`src/hw/rtc_map.vh`:
```
// Purpose: register map, field positions, reset values and timing counts of the
//          calendar, alarm, frequency output and countdown timer block
// Assumes: 4-bit word address, 8-bit registers
// Notes:   definitions only
`ifndef RTC_MAP_VH
`define RTC_MAP_VH

// word addresses
`define RTC_ADDR_CTRL2         4'h1
`define RTC_ADDR_MONTH_CENTURY 4'h7
`define RTC_ADDR_YEAR_COUNT    4'h8
`define RTC_ADDR_MINUTE_ALARM  4'h9
`define RTC_ADDR_HOUR_ALARM    4'hA
`define RTC_ADDR_DAY_ALARM     4'hB
`define RTC_ADDR_WEEKDAY_ALARM 4'hC
`define RTC_ADDR_FREQ_OUT_CTRL 4'hD
`define RTC_ADDR_CNTDN_CTRL    4'hE
`define RTC_ADDR_CNTDN_VALUE   4'hF

// control/status 2 fields
`define RTC_BIT_ALARM_FLAG     3
`define RTC_BIT_CNTDN_FLAG     2
`define RTC_BIT_ALARM_IRQ_EN   1
`define RTC_BIT_CNTDN_IRQ_EN   0

// shared field positions
`define RTC_BIT_CENTURY        7
`define RTC_BIT_FIELD_DISABLE  7
`define RTC_BIT_FREQ_ON        7
`define RTC_BIT_CNTDN_RUN      7

// frequency select codes
`define RTC_FREQ_32768         2'h0
`define RTC_FREQ_1024          2'h1
`define RTC_FREQ_32            2'h2
`define RTC_FREQ_1             2'h3

// countdown source codes
`define RTC_SRC_4096           2'h0
`define RTC_SRC_64             2'h1
`define RTC_SRC_1              2'h2
`define RTC_SRC_1_60           2'h3

// weekday codes
`define RTC_WD_THURSDAY        3'h4
`define RTC_WD_FRIDAY          3'h5
`define RTC_WD_SATURDAY        3'h6

// reset values
`define RTC_RST_MONTH_CENTURY  8'h01
`define RTC_RST_YEAR_COUNT     8'h00
`define RTC_RST_ALARM          8'h80
`define RTC_RST_FREQ_OUT_CTRL  8'h80
`define RTC_RST_CNTDN_CTRL     8'h03
`define RTC_RST_CNTDN_VALUE    8'h00

// bcd limits
`define RTC_MONTH_FIRST        5'h01
`define RTC_MONTH_LAST         5'h12
`define RTC_YEAR_LAST          8'h99

// oscillator divider taps, in oscillator edges
`define RTC_PRE_WIDTH          15
`define RTC_TAP_1024           4
`define RTC_TAP_32             9
`define RTC_TAP_1              14
`define RTC_MASK_4096          15'h0007
`define RTC_MASK_64            15'h01FF
`define RTC_MASK_1             15'h7FFF
`define RTC_SECONDS_PER_MINUTE 6'h3B

`endif

```
`src/hw/rtc_prescale.v`:
```
// Purpose: synchronise the 32.768 kHz oscillator and derive taps and ticks
// Assumes: core_clk well above twice the oscillator rate
// Notes:   ticks are one core_clk pulses on oscillator rising edges
`timescale 1ns/1ps
`include "rtc_map.vh"
`default_nettype none

module rtc_prescale
(
    // clock and reset
    input wire core_clk,
    input wire reset,
    // oscillator
    input wire osc_clk,
    // derived
    output reg osc_level_reg,
    output reg [`RTC_PRE_WIDTH-1:0] div_reg,
    output reg tick_4096_reg,
    output reg tick_64_reg,
    output reg tick_1_reg
);

reg osc_meta_reg;
reg osc_sync_reg;
wire osc_rise;

assign osc_rise = osc_sync_reg & ~osc_level_reg;

////////////////////////////////////////////////////////////////////////////////
always @(posedge core_clk)
begin
    if (reset)
    begin
        osc_meta_reg <= 1'b0;
        osc_sync_reg <= 1'b0;
        osc_level_reg <= 1'b0;
        div_reg <= {`RTC_PRE_WIDTH{1'b0}};
        tick_4096_reg <= 1'b0;
        tick_64_reg <= 1'b0;
        tick_1_reg <= 1'b0;
    end
    else
    begin
        osc_meta_reg <= osc_clk;
        osc_sync_reg <= osc_meta_reg;
        osc_level_reg <= osc_sync_reg;
        if (osc_rise)
            div_reg <= div_reg + {{(`RTC_PRE_WIDTH-1){1'b0}}, 1'b1};
        tick_4096_reg <= osc_rise && ((div_reg & `RTC_MASK_4096) == `RTC_MASK_4096);
        tick_64_reg <= osc_rise && ((div_reg & `RTC_MASK_64) == `RTC_MASK_64);
        tick_1_reg <= osc_rise && (div_reg == `RTC_MASK_1);
    end
end

endmodule
`default_nettype wire

```
`src/hw/rtc_calendar_alarm_timer.v`:
```
// Purpose: month/century and year registers, alarm comparator, frequency
//          output and 8-bit countdown timer with flags and interrupt
// Assumes: register port driven by the serial slave on core_clk; minute,
//          hour, day and weekday counters live outside on core_clk
// Notes:   the oscillator is sampled, never used as a clock
`timescale 1ns/1ps
`include "rtc_map.vh"
`default_nettype none

// Operation
// - weekday codes sit in bits 2..0; Thursday 100, Friday 101, Saturday 110
// - century bit 7 toggles when the year rolls from 99 to 00
// - century bit 0 means years 20xx
// - century bit 1 means years 19xx
// - month is BCD 01..12 in bits 4..0
// - year is eight-bit BCD 00..99
// - enabled alarm fields compared; flag set when all first match
// - alarm flag stays set until software clears it
// - after clearing, flag sets only on a new match, not persisting one
// - alarm field with bit 7 set is excluded from comparison
// - minute alarm: BCD 00..59 in bits 6..0, disable in bit 7
// - hour alarm: BCD 00..23 in bits 5..0, disable in bit 7
// - day alarm: BCD 01..31 in bits 5..0, disable in bit 7
// - weekday alarm: code 0..6 in bits 2..0, disable in bit 7
// - output control bit 7 low floats the pin, high drives frequency
// - select 00 32.768 kHz, 01 1024 Hz, 10 32 Hz, 11 1 Hz
// - 8-bit down-counter runs only while timer control bit 7 is set
// - source 00 4096 Hz, 01 64 Hz, 10 1 Hz, 11 1/60 Hz
// - timer value 00..FF; period is n over source frequency
// - writing 0 clears alarm or timer flag, writing 1 keeps it
// - interrupt is OR of each flag gated by its enable
// - timer stays stopped while loaded value is zero
module rtc_calendar_alarm_timer
(
    // clock and reset
    input wire core_clk,
    input wire reset,
    // register port
    input wire [3:0] reg_addr,
    input wire [7:0] reg_wdata,
    input wire reg_wr,
    input wire reg_rd,
    output reg [7:0] reg_rdata_reg,
    // oscillator
    input wire osc_clk,
    // current time from the lower counters
    input wire [6:0] cur_minute,
    input wire [5:0] cur_hour,
    input wire [5:0] cur_day,
    input wire [2:0] cur_weekday,
    input wire month_advance,
    // frequency output pin
    output reg freq_pin_out_reg,
    output wire freq_pin_oe_n,
    // interrupt pin, open drain
    output wire int_pin_out,
    output wire int_pin_oe_n,
    output wire irq
);

////////////////////////////////////////////////////////////////////////////////
// helpers

// bcd increment with wrap to first above last
function [7:0] bcd_next;
    input [7:0] val;
    input [7:0] last;
    input [7:0] first;
    begin
        if (val >= last)
            bcd_next = first;
        else if (val[3:0] >= 4'h9)
            bcd_next = {val[7:4] + 4'h1, 4'h0};
        else
            bcd_next = {val[7:4], val[3:0] + 4'h1};
    end
endfunction

// a field counts as matching when disabled or equal
function field_ok;
    input [7:0] alarm;
    input [6:0] cur;
    input [6:0] mask;
    begin
        field_ok = alarm[`RTC_BIT_FIELD_DISABLE] | ((alarm[6:0] & mask) == (cur & mask));
    end
endfunction

////////////////////////////////////////////////////////////////////////////////
// declarations

reg [7:0] month_century_reg;
reg [7:0] year_count_reg;
reg [7:0] minute_alarm_reg;
reg [7:0] hour_alarm_reg;
reg [7:0] day_alarm_reg;
reg [7:0] weekday_alarm_reg;
reg [7:0] freq_output_control_reg;
reg [7:0] countdown_control_reg;
reg [7:0] countdown_load_reg;
reg [7:0] countdown_count_reg;
reg [5:0] sixty_reg;
reg alarm_flag_reg;
reg countdown_flag_reg;
reg alarm_irq_en_reg;
reg countdown_irq_en_reg;
reg alarm_match_reg;
reg [7:0] rdata_next;
reg freq_next;
reg src_tick;

wire osc_level;
wire [`RTC_PRE_WIDTH-1:0] div;
wire tick_4096;
wire tick_64;
wire tick_1;
wire tick_1_60;
wire wr_ctrl2;
wire wr_month;
wire wr_year;
wire wr_cnt_value;
wire any_enabled;
wire alarm_match;
wire alarm_rise;
wire countdown_run;
wire countdown_expire;
wire year_wrap;
wire [7:0] month_step;
wire [1:0] freq_sel;
wire [1:0] src_sel;

////////////////////////////////////////////////////////////////////////////////
// oscillator taps

rtc_prescale rtc_prescale_inst
(
    .core_clk(core_clk),
    .reset(reset),
    .osc_clk(osc_clk),
    .osc_level_reg(osc_level),
    .div_reg(div),
    .tick_4096_reg(tick_4096),
    .tick_64_reg(tick_64),
    .tick_1_reg(tick_1)
);

// minute tick for the slowest source
assign tick_1_60 = tick_1 && (sixty_reg == `RTC_SECONDS_PER_MINUTE);

always @(posedge core_clk)
begin
    if (reset)
        sixty_reg <= 6'h00;
    else if (tick_1)
        sixty_reg <= tick_1_60 ? 6'h00 : sixty_reg + 6'h01;
end

////////////////////////////////////////////////////////////////////////////////
// write decode

assign wr_ctrl2 = reg_wr && (reg_addr == `RTC_ADDR_CTRL2);
assign wr_month = reg_wr && (reg_addr == `RTC_ADDR_MONTH_CENTURY);
assign wr_year = reg_wr && (reg_addr == `RTC_ADDR_YEAR_COUNT);
assign wr_cnt_value = reg_wr && (reg_addr == `RTC_ADDR_CNTDN_VALUE);

always @(posedge core_clk)
begin
    if (reset)
    begin
        minute_alarm_reg <= `RTC_RST_ALARM;
        hour_alarm_reg <= `RTC_RST_ALARM;
        day_alarm_reg <= `RTC_RST_ALARM;
        weekday_alarm_reg <= `RTC_RST_ALARM;
        freq_output_control_reg <= `RTC_RST_FREQ_OUT_CTRL;
        countdown_control_reg <= `RTC_RST_CNTDN_CTRL;
        alarm_irq_en_reg <= 1'b0;
        countdown_irq_en_reg <= 1'b0;
    end
    else if (reg_wr)
    begin
        case (reg_addr)
            `RTC_ADDR_CTRL2:
            begin
                alarm_irq_en_reg <= reg_wdata[`RTC_BIT_ALARM_IRQ_EN];
                countdown_irq_en_reg <= reg_wdata[`RTC_BIT_CNTDN_IRQ_EN];
            end
            `RTC_ADDR_MINUTE_ALARM: minute_alarm_reg <= reg_wdata;
            `RTC_ADDR_HOUR_ALARM: hour_alarm_reg <= {reg_wdata[7], 1'b0, reg_wdata[5:0]};
            `RTC_ADDR_DAY_ALARM: day_alarm_reg <= {reg_wdata[7], 1'b0, reg_wdata[5:0]};
            `RTC_ADDR_WEEKDAY_ALARM: weekday_alarm_reg <= {reg_wdata[7], 4'h0, reg_wdata[2:0]};
            `RTC_ADDR_FREQ_OUT_CTRL: freq_output_control_reg <= {reg_wdata[7], 5'h00, reg_wdata[1:0]};
            `RTC_ADDR_CNTDN_CTRL: countdown_control_reg <= {reg_wdata[7], 5'h00, reg_wdata[1:0]};
            default:
            begin
            end
        endcase
    end
end

////////////////////////////////////////////////////////////////////////////////
// month, century and year

// bit 7 = 0 reads as 20xx, 1 as 19xx; the block only toggles it
assign year_wrap = month_advance && (month_century_reg[4:0] >= `RTC_MONTH_LAST)
    && (year_count_reg >= `RTC_YEAR_LAST);
assign month_step = bcd_next({3'h0, month_century_reg[4:0]},
    {3'h0, `RTC_MONTH_LAST}, {3'h0, `RTC_MONTH_FIRST});

always @(posedge core_clk)
begin
    if (reset)
    begin
        month_century_reg <= `RTC_RST_MONTH_CENTURY;
        year_count_reg <= `RTC_RST_YEAR_COUNT;
    end
    else
    begin
        if (wr_month)
            month_century_reg <= {reg_wdata[7], 2'h0, reg_wdata[4:0]};
        else if (month_advance)
        begin
            month_century_reg[4:0] <= month_step[4:0];
            if (year_wrap)
                month_century_reg[`RTC_BIT_CENTURY] <= ~month_century_reg[`RTC_BIT_CENTURY];
        end
        if (wr_year)
            year_count_reg <= reg_wdata;
        else if (month_advance && (month_century_reg[4:0] >= `RTC_MONTH_LAST))
            year_count_reg <= bcd_next(year_count_reg, `RTC_YEAR_LAST, 8'h00);
    end
end

////////////////////////////////////////////////////////////////////////////////
// alarm

// with every field disabled nothing is compared and no alarm can fire
assign any_enabled = ~(minute_alarm_reg[7] & hour_alarm_reg[7] & day_alarm_reg[7]
    & weekday_alarm_reg[7]);
assign alarm_match = any_enabled
    && field_ok(minute_alarm_reg, cur_minute, 7'h7F)
    && field_ok(hour_alarm_reg, {1'b0, cur_hour}, 7'h3F)
    && field_ok(day_alarm_reg, {1'b0, cur_day}, 7'h3F)
    && field_ok(weekday_alarm_reg, {4'h0, cur_weekday}, 7'h07);
// only the entry into a match sets the flag, so a held match cannot re-arm
assign alarm_rise = alarm_match && !alarm_match_reg;

always @(posedge core_clk)
begin
    if (reset)
    begin
        alarm_match_reg <= 1'b0;
        alarm_flag_reg <= 1'b0;
    end
    else
    begin
        alarm_match_reg <= alarm_match;
        if (alarm_rise)
            alarm_flag_reg <= 1'b1;
        else if (wr_ctrl2 && !reg_wdata[`RTC_BIT_ALARM_FLAG])
            alarm_flag_reg <= 1'b0;
    end
end

////////////////////////////////////////////////////////////////////////////////
// countdown timer

assign src_sel = countdown_control_reg[1:0];
assign countdown_run = countdown_control_reg[`RTC_BIT_CNTDN_RUN]
    && (countdown_load_reg != 8'h00);
assign countdown_expire = countdown_run && src_tick && (countdown_count_reg == 8'h01);

always @*
begin
    case (src_sel)
        `RTC_SRC_4096: src_tick = tick_4096;
        `RTC_SRC_64: src_tick = tick_64;
        `RTC_SRC_1: src_tick = tick_1;
        `RTC_SRC_1_60: src_tick = tick_1_60;
        default: src_tick = 1'b0;
    endcase
end

always @(posedge core_clk)
begin
    if (reset)
    begin
        countdown_load_reg <= `RTC_RST_CNTDN_VALUE;
        countdown_count_reg <= `RTC_RST_CNTDN_VALUE;
        countdown_flag_reg <= 1'b0;
    end
    else
    begin
        if (wr_cnt_value)
        begin
            countdown_load_reg <= reg_wdata;
            countdown_count_reg <= reg_wdata;
        end
        else if (countdown_expire)
            countdown_count_reg <= countdown_load_reg;
        else if (countdown_run && src_tick)
            countdown_count_reg <= countdown_count_reg - 8'h01;
        if (countdown_expire)
            countdown_flag_reg <= 1'b1;
        else if (wr_ctrl2 && !reg_wdata[`RTC_BIT_CNTDN_FLAG])
            countdown_flag_reg <= 1'b0;
    end
end

////////////////////////////////////////////////////////////////////////////////
// frequency output

assign freq_sel = freq_output_control_reg[1:0];

always @*
begin
    case (freq_sel)
        `RTC_FREQ_32768: freq_next = osc_level;
        `RTC_FREQ_1024: freq_next = div[`RTC_TAP_1024];
        `RTC_FREQ_32: freq_next = div[`RTC_TAP_32];
        `RTC_FREQ_1: freq_next = div[`RTC_TAP_1];
        default: freq_next = 1'b0;
    endcase
end

always @(posedge core_clk)
begin
    if (reset)
        freq_pin_out_reg <= 1'b0;
    else
        freq_pin_out_reg <= freq_next;
end

// pin floats while the output is off
assign freq_pin_oe_n = ~freq_output_control_reg[`RTC_BIT_FREQ_ON];

////////////////////////////////////////////////////////////////////////////////
// interrupt

assign irq = (alarm_flag_reg & alarm_irq_en_reg)
    | (countdown_flag_reg & countdown_irq_en_reg);
assign int_pin_out = 1'b0;
assign int_pin_oe_n = ~irq;

////////////////////////////////////////////////////////////////////////////////
// read back

// a live count can change under a slow serial read; the master must clock fast
always @*
begin
    case (reg_addr)
        `RTC_ADDR_CTRL2:
            rdata_next = {4'h0, alarm_flag_reg, countdown_flag_reg,
                alarm_irq_en_reg, countdown_irq_en_reg};
        `RTC_ADDR_MONTH_CENTURY: rdata_next = month_century_reg;
        `RTC_ADDR_YEAR_COUNT: rdata_next = year_count_reg;
        `RTC_ADDR_MINUTE_ALARM: rdata_next = minute_alarm_reg;
        `RTC_ADDR_HOUR_ALARM: rdata_next = hour_alarm_reg;
        `RTC_ADDR_DAY_ALARM: rdata_next = day_alarm_reg;
        `RTC_ADDR_WEEKDAY_ALARM: rdata_next = weekday_alarm_reg;
        `RTC_ADDR_FREQ_OUT_CTRL: rdata_next = freq_output_control_reg;
        `RTC_ADDR_CNTDN_CTRL: rdata_next = countdown_control_reg;
        `RTC_ADDR_CNTDN_VALUE: rdata_next = countdown_count_reg;
        default: rdata_next = 8'h00;
    endcase
end

always @(posedge core_clk)
begin
    if (reset)
        reg_rdata_reg <= 8'h00;
    else if (reg_rd)
        reg_rdata_reg <= rdata_next;
end

endmodule
`default_nettype wire

```
`config.mk`:
```
export PLATFORM = sky130hd
export DESIGN_NAME = rtc_calendar_alarm_timer
export DESIGN_NICKNAME = d
export VERILOG_FILES = /design/src/hw/rtc_prescale.v /design/src/hw/rtc_calendar_alarm_timer.v
export VERILOG_INCLUDE_DIRS = /design/src /design/src/hw
export SDC_FILE = /design/constraint.sdc
export NUM_CORES = 1
export LEC_CHECK = 0
export ABC_AREA = 1
export BUFFER_PORTS_ARGS = -buffer_cell sky130_fd_sc_hd__buf_2
export CORE_MARGIN = 4
export CORE_UTILIZATION = 51
export DETAILED_ROUTE_END_ITERATION = 12
export PLACE_DENSITY = 0.75
export SLEW_MARGIN = 20
export SYNTH_ARGS = -nofsm -noshare
export SYNTH_HDL_FRONTEND = slang
export SYNTH_SLANG_ARGS = --single-unit
export TNS_END_PERCENT = 50
```
`constraint.sdc`:
```
create_clock -name core_clk -period 1.35 [get_ports core_clk]
set_input_delay 0.135 -clock core_clk [delete_from_list [all_inputs] [get_ports core_clk]]
set_output_delay 0.135 -clock core_clk [all_outputs]
set_load 0.02 [all_outputs]
```
* Yosys cells after proc, flatten, opt, wreduce, memory -nomap -nowiden
Index checks and enable logic that the tools add are counted.
** Storage, ports and cells
- Flip-flop bits (word level) :: 103
- Latch bits :: 0
- RAM bits :: 0
- Memory bits (read-only) :: 0
- Input bits :: 40
- Output and inout port bits :: 13
- Memories :: 0
** Operators by class
- Add/sub/neg operators :: 7
- Multiply operators :: 0
- Divide/modulo/power cells :: 0
- Order comparisons :: 5
- Equality and inequality tests :: 25
- Shift operators :: 0
- Muxes and demuxes :: 22
- Bitwise gates (word level) :: 16
- Reduce and logical (&&, ||, !) cells :: 44
** Operator list (count)
- 8-bit case mux with 10 select lines :: 1
- 8-bit 2-to-1 mux :: 7
- 4-bit equality test (second input constant) :: 8
- 1-bit logical AND :: 20
- 5-bit 2-to-1 mux :: 4
- 2-bit AND reduction :: 10
- 15-bit by 1-bit adder with 15-bit output (second input constant) :: 1
- 15-bit equality test (second input constant) :: 1
- 4-bit by 1-bit adder with 4-bit output (second input constant) :: 3
- 6-bit equality test :: 2
- 5-bit greater-or-equal comparator (second input constant) :: 2
- 2-bit nonzero test :: 5
- 9-bit equality test (second input constant) :: 1
- 3-bit nonzero test :: 3
- 2-bit equality test (second input constant) :: 4
- 8-bit by 1-bit equality test with 1-bit output (second input constant) :: 1
- 4-bit greater-or-equal comparator (second input constant) :: 2
- 8-bit greater-or-equal comparator (second input constant) :: 1
- 1-bit case mux with 4 select lines :: 2
- 8-bit nonzero test :: 1
- 8-bit by 1-bit subtractor with 8-bit output (second input constant) :: 1
- 7-bit equality test :: 1
- 1-bit 2-to-1 mux :: 7
- 6-bit by 1-bit adder with 6-bit output (second input constant) :: 1
- 13 further kinds :: 30

* Logic depth before layout (Yosys ltp)
- Depth in word-level cells :: 10
- Depth in mapped cells :: 12
- Gate-level depth less buffers :: 12

* Cells and area by module
Synthesis repeated with hierarchy kept, for this count alone.
** Unflattened totals
- Cells, all modules :: 877
- Area, all modules :: 5819.3 sq um
** Modules (own cells, without submodules)
- rtc_calendar_alarm_timer :: times used 1, cells an instance 737, area each 4820.9 sq um
- rtc_prescale :: times used 1, cells an instance 140, area each 998.5 sq um

* Least setup slack after synthesis
Ideal clock, no wire load.
- Kind :: reg-to-reg
- From :: register year_count_reg[1]
- To :: register year_count_reg[4]
- Setup time :: 0.113 ns
- Arrival time :: 1.376 ns
- Data required time :: 1.237 ns
- Setup slack :: -0.138 ns
- Cell stages (with the launch flop) :: 13
- Path buffers :: 0
- Clock period less this slack :: 1.488 ns
- Cell sequence :: dfxtp_1 inv_1 ha_1 inv_1 nand3_1 nand3_1 nand2_1 nand2_1 nand3_4 nand2_4 nand2_1 nand2_1 nor2_1
** Between the ends
- Longest elaborated chain between the ends :: 4
** RTL lines
- start, declared :: RTL line rtc_calendar_alarm_timer.v:93 : reg [7:0] year_count_reg;
- start signal, assigned :: RTL line rtc_calendar_alarm_timer.v:214 : year_count_reg <= `RTC_RST_YEAR_COUNT;
- start signal, assigned :: RTL line rtc_calendar_alarm_timer.v:227 : year_count_reg <= reg_wdata;
- start signal, assigned :: RTL line rtc_calendar_alarm_timer.v:229 : year_count_reg <= bcd_next(year_count_reg, `RTC_YEAR_LAST, 8'h00);
- 8-bit greater-or-equal comparator :: RTL line rtc_calendar_alarm_timer.v:70 : if (val >= last)
- 8-bit 2-to-1 mux :: RTL line rtc_calendar_alarm_timer.v:70
- 8-bit 2-to-1 mux :: RTL line rtc_calendar_alarm_timer.v:228 : else if (month_advance && (month_century_reg[4:0] >= `RTC_MONTH_LAST))
- 8-bit 2-to-1 mux :: RTL line rtc_calendar_alarm_timer.v:226 : if (wr_year)
Parallel ways exist; a longest one is shown, timed or not. The select of a mux whose other input is x is not followed.
A chain may end at the register's enable or synchronous reset.

* Final worst setup path
- From :: register month_century_reg[0]
- To :: register month_century_reg[4]
** Between the ends
- Longest elaborated chain between the ends :: 4
** RTL lines
- start, declared :: RTL line rtc_calendar_alarm_timer.v:92 : reg [7:0] month_century_reg;
- start signal, assigned :: RTL line rtc_calendar_alarm_timer.v:213 : month_century_reg <= `RTC_RST_MONTH_CENTURY;
- start signal, assigned :: RTL line rtc_calendar_alarm_timer.v:219 : month_century_reg <= {reg_wdata[7], 2'h0, reg_wdata[4:0]};
- start signal, assigned :: RTL line rtc_calendar_alarm_timer.v:222 : month_century_reg[4:0] <= month_step[4:0];
- 5-bit greater-or-equal comparator :: RTL line rtc_calendar_alarm_timer.v:70
- 5-bit 2-to-1 mux :: RTL line rtc_calendar_alarm_timer.v:70
- 5-bit 2-to-1 mux :: RTL line rtc_calendar_alarm_timer.v:220 : else if (month_advance)
- 5-bit 2-to-1 mux :: RTL line rtc_calendar_alarm_timer.v:218 : if (wr_month)
Parallel ways exist; a longest one is shown, timed or not. The select of a mux whose other input is x is not followed.

==> impl.org <==
** Run status
- The flow ran to the end, but the final reports show violations.
- Violations in the final reports :: setup timing

** Pwr
- In this run the static leakage power is 3.38 nW.
- Switching Power :: 1.83 mW
- Clock power share :: 39.0%
- In this run the power density over the cells is 851 nW/µm².
- Switching power share of the total :: 28.1%
- Total Power Consumption :: 6.50 mW
- Combinational logic is responsible for 12.5% of the overall power.
- Registers are responsible for 48.5% of the overall power.
- Pint :: 4.67 mW
- The worst-case IR drop observed on VDD is 0.564 mV.

** Timing
- Unrepaired setup endpoints after global routing :: true
- Measured against its own limit, the worst slew margin works out to 66.5%.
- The final max-slew violation count was 0.
- Between clock sinks in the finished design, the worst skew comes to 0.0115 ns.
- Post-route setup slack :: -0.120 ns
- Hold Vio Cnt, Final :: 0
- Peak Freq :: 0.680 GHz
- For the final routed database, the setup TNS stands at -1.70 ns.
- The routed design could run at a clock period as short as 1.47 ns.
- At the pin with the least slew margin, the transition time is 0.502 ns.
- Setup-violating endpoint count in the final report :: 23
- Of the available clock period, the critical path in the final layout requires 109%.

** Clock network
- Level count of the clock H-tree :: 3
- The tree is rooted in a sky130_fd_sc_hd__clkbuf_16.
- CTS saw 103 sinks.
- Buffers inserted during clock tree synthesis total 9.
- TritonCTS built the clock tree.
- Worst-case clock buffer depth :: 2
- Clock slew at the register clock pins of the worst setup and hold paths :: 0.07 ns
- Clock latency on the worst-skew pair :: 0.37 ns

** Setup path
- Slowest cell delay on critical path :: 0.36 ns
- The signal on the critical path passes through inv_4 -> ha_4 -> nor2_4 -> nand3_4 -> nand2_2 -> nand2_4 -> nor2_4 -> inv_4 -> a21oi_2 -> nor2_1.
- WP data required :: 1.61 ns
- The critical path in this run is classified as flop to flop.
- Worst path arrival time :: 1.73 ns
- The largest individual stage delay along the critical path comes from the cell sky130_fd_sc_hd__dfxtp_4.
- The critical path contains buffers and inverters numbering 2 combined.
- The worst setup path is captured at a flop.
- Highest fanout seen on the critical path :: 4
- On the critical path the largest part of the delay comes from simple AND/OR/NAND/NOR gates.
- The worst setup path is launched from a flop.

** Cells and area
- Layout cells sized above 1 :: 28.9%
- Compared with the post-synthesis result, the final layout area differs by 31.5%.
- The number of antenna diodes in the final layout is 0.
- Net total in the final layout :: 1066
- Final core occ :: 69.6%
- The register with the most flip-flops in the layout has 15 of them.
- Non-filler cells in the finished layout :: 1156

** Die
- In this run the count of I/O pins placed on the die edge is 53.
- In this run the standard cell core region covers 11000 µm².
- After floorplanning, the core was divided into 38 placement rows.
- The floorplan step set the die width to 115 µm.
- The die is 115 µm tall.
- Die Outline Area :: 13200 µm²
- Starting density of the core :: 52.9%

** Synth
- Unique cell type count in the Yosys netlist :: 39
- Synth area leader :: sky130_fd_sc_hd__dfxtp_1
- A synthesized cell averages 6.60 µm².
- Synthesized instance count :: 880
- Yosys attributes the largest share of cell area to sky130_fd_sc_hd__dfxtp_1 (35%), sky130_fd_sc_hd__nand2_1 (12%), sky130_fd_sc_hd__nor2_1 (8.2%).
- After synthesis the netlist holds a flip-flop and latch count of 103.
- Post-synth EDFFs :: 0
- Proportion of register bits with asynchronous set or reset after synthesis :: 0%
- The Yosys step of the flow raised 0 warnings.
- The cell area that synthesis handed to floorplanning was 5810 µm².
- Sequential elements use 35.5% of the synthesized area.
- Share of the synthesized area in the top cell type :: 35.5%
- Syn_nets :: 935
- Dominant register cell in the synthesized netlist :: sky130_fd_sc_hd__dfxtp_1

** Placement
- Summed over all nets, the half-perimeter wirelength after detailed placement is 11.9 mm.
- In this run the tool buffered the top-level ports with 51 buffer cells.
- Last weighted congestion value of the routability-driven placer :: 0.993
- Post-Place Setup Slack :: -0.192 ns
- The number of placed instances, taps included, is 1129.

** GRT
- Entering global routing, the biggest net connects 40 pins.
- The first global-routing pass estimated 26.8 mm of wire.
- The number of antenna violations at the first check in global routing is 0.
- The total overflow left after global routing is 0.
- The number of global-route vias before repair was 5522.
- In the global route stage, overall resource usage came out at 25.9%.

** Detailed routing
- Via count of the routed design :: 6079
- DRT iter0 DRCs :: 613
- Final routed wire length divided by cell count :: 15.0 µm
- Post-route DRC violation count :: 0
- Wires add up to 17.3 mm.
- The detail route stage leaves a number of antenna-violating nets equal to 0.
- Vias per cell :: 5.26
- Before antenna repair, the detailed router went through 5 iterations.

** Job
- Reported max-cap violation count :: 0

** Hold path
- The worst hold path belongs to the class input port to flop.
==> through the flow <==
step	hold slack (ns)	instance area [µm²]
final	0.0990	7640
after global placement	0.343	6800
after global routing	0.104	7640
after CTS	0.0902	7330
after floorplan	0.242	5880
after detailed placement	0.345	6800
==> repair_timing <==
action | 4_1_cts | 5_1_grt
hold buffers | 1 | 0
setup endpoints to repair | 30 | 39
cloned | 0 | 0
setup buffers | 7 | 3
endpoints found under the hold margin | 1 | 0
pin swaps | 22 | 32
gates resized for setup | 46 | 80
==> tightest hold or removal path: cells and delay by family <==
kind / cells / cell delay [ns]
AND/OR/NAND/NOR: 1 / 0.09
AO/OA/AOI/OAI: 1 / 0.06
buffers and inverters: 1 / 0.13
==> layer usage <==
metal / share of wire [%] / up-vias / GRT usage (%)
met5: 0 / - / 0
met4: 3.0 / 0 / 9.86
met3: 6.6 / 43 / 4.65
met2: 48 / 224 / 43.6
met1: 43 / 2749 / 33.0
li1: - / 3063 / -
==> cell families after synthesis <==
| logic type | Yosys count | share of synthesized area, % |
|---|---|---|
| fa+ha+maj | 15 | 3.23 |
| flops | 103 | 35.5 |
| other cells | 1 | 0.0646 |
| xor+xnor | 22 | 3.32 |
| simple gates | 423 | 32.5 |
| buf+inv | 151 | 10.1 |
| compound gates | 165 | 15.3 |
==> cells in the final DEF (no fill, tap or decap), types with 3 or more instances in the layout <==
| cell | netlist | routed |
|---|---|---|
| sky130_fd_sc_hd__nand2_1 | 186 | 164 |
| sky130_fd_sc_hd__inv_1 | 125 | 117 |
| sky130_fd_sc_hd__nor2_1 | 127 | 111 |
| sky130_fd_sc_hd__dfxtp_1 | 103 | 91 |
| sky130_fd_sc_hd__buf_4 | 1 | 84 |
| sky130_fd_sc_hd__o21ai_0 | 70 | 64 |
| sky130_fd_sc_hd__a21oi_1 | 65 | 60 |
| sky130_fd_sc_hd__buf_2 | 3 | 51 |
| sky130_fd_sc_hd__nand3_1 | 55 | 39 |
| sky130_fd_sc_hd__nand2_2 | 13 | 26 |
| sky130_fd_sc_hd__nor2_4 | 5 | 17 |
| sky130_fd_sc_hd__xor2_1 | 14 | 14 |
| sky130_fd_sc_hd__nand2_4 | 5 | 12 |
| sky130_fd_sc_hd__nand4_1 | 11 | 11 |
| sky130_fd_sc_hd__inv_2 | 6 | 11 |
| sky130_fd_sc_hd__a21oi_2 | 5 | 10 |
| sky130_fd_sc_hd__nand3_4 | 1 | 9 |
| sky130_fd_sc_hd__nand3_2 | 1 | 9 |
| sky130_fd_sc_hd__ha_1 | 15 | 9 |
| sky130_fd_sc_hd__clkbuf_16 | 0 | 9 |
| sky130_fd_sc_hd__nor2_2 | 4 | 8 |
| sky130_fd_sc_hd__xnor2_1 | 8 | 8 |
| sky130_fd_sc_hd__o22ai_1 | 8 | 7 |
| sky130_fd_sc_hd__dfxtp_2 | 0 | 7 |
| sky130_fd_sc_hd__nor3_1 | 9 | 6 |
| sky130_fd_sc_hd__o211ai_1 | 6 | 6 |
| sky130_fd_sc_hd__o21ai_2 | 1 | 5 |
| sky130_fd_sc_hd__ha_4 | 0 | 5 |
| sky130_fd_sc_hd__dfxtp_4 | 0 | 5 |
| sky130_fd_sc_hd__o21ai_1 | 2 | 4 |
| sky130_fd_sc_hd__inv_4 | 0 | 4 |
| sky130_fd_sc_hd__a31oi_1 | 4 | 3 |
| sky130_fd_sc_hd__nand2_8 | 1 | 3 |
| sky130_fd_sc_hd__inv_6 | 1 | 3 |
| sky130_fd_sc_hd__clkinv_4 | 0 | 3 |
==> power groups by stage <==
stage | registers (mW) | logic, mW | clock network, mW
floorplan | 3.22 | 0.420 | 0
detailed placement | 3.21 | 0.711 | 0
CTS | 3.15 | 0.752 | 2.54
global route | 3.16 | 0.884 | 2.67
global placement | 3.21 | 0.699 | 0
finish | 3.15 | 0.813 | 2.53
==> cell usage after synthesis, types with 2 or more instances <==
library cell / n
sky130_fd_sc_hd__clkbuf_1: 13
sky130_fd_sc_hd__nand2_1: 186
sky130_fd_sc_hd__nor2_1: 127
sky130_fd_sc_hd__inv_2: 6
sky130_fd_sc_hd__nor3_1: 9
sky130_fd_sc_hd__o21ai_0: 70
sky130_fd_sc_hd__a21oi_1: 65
sky130_fd_sc_hd__dfxtp_1: 103
sky130_fd_sc_hd__nand2_4: 5
sky130_fd_sc_hd__o21ai_1: 2
sky130_fd_sc_hd__inv_1: 125
sky130_fd_sc_hd__xor2_1: 14
sky130_fd_sc_hd__a21oi_2: 5
sky130_fd_sc_hd__o211ai_1: 6
sky130_fd_sc_hd__xnor2_1: 8
sky130_fd_sc_hd__buf_2: 3
sky130_fd_sc_hd__and3_1: 2
sky130_fd_sc_hd__nand3_1: 55
sky130_fd_sc_hd__o22ai_1: 8
sky130_fd_sc_hd__nor2_4: 5
sky130_fd_sc_hd__a31oi_1: 4
sky130_fd_sc_hd__a21boi_0: 3
sky130_fd_sc_hd__nor2_2: 4
sky130_fd_sc_hd__nand4_1: 11
sky130_fd_sc_hd__ha_1: 15
sky130_fd_sc_hd__nand2_2: 13
==> final timing paths <==
kind / from / endpoint / slack [ns] / depth (start not counted)
max: month_century_reg[0] / month_century_reg[4] / -0.12 / 10
min: reg_wdata[3] / countdown_load_reg[3] / 0.1 / 3
max reg2reg: month_century_reg[0] / month_century_reg[4] / -0.12 / 10
min reg2reg: rtc_prescale_inst.osc_meta_reg / rtc_prescale_inst.osc_sync_reg / 0.41 / 2
==> cell type report <==
type | count | area (µm²)
clock buffer | 9 | 225
clock inverter | 7 | 56.3
fill | 893 | 3340
inverter | 133 | 514
multi-input combinational | 626 | 3660
sequential | 103 | 2090
tap | 140 | 175
timing repair buffer | 138 | 918
Note: power is estimated with default switching activity, not from simulation.
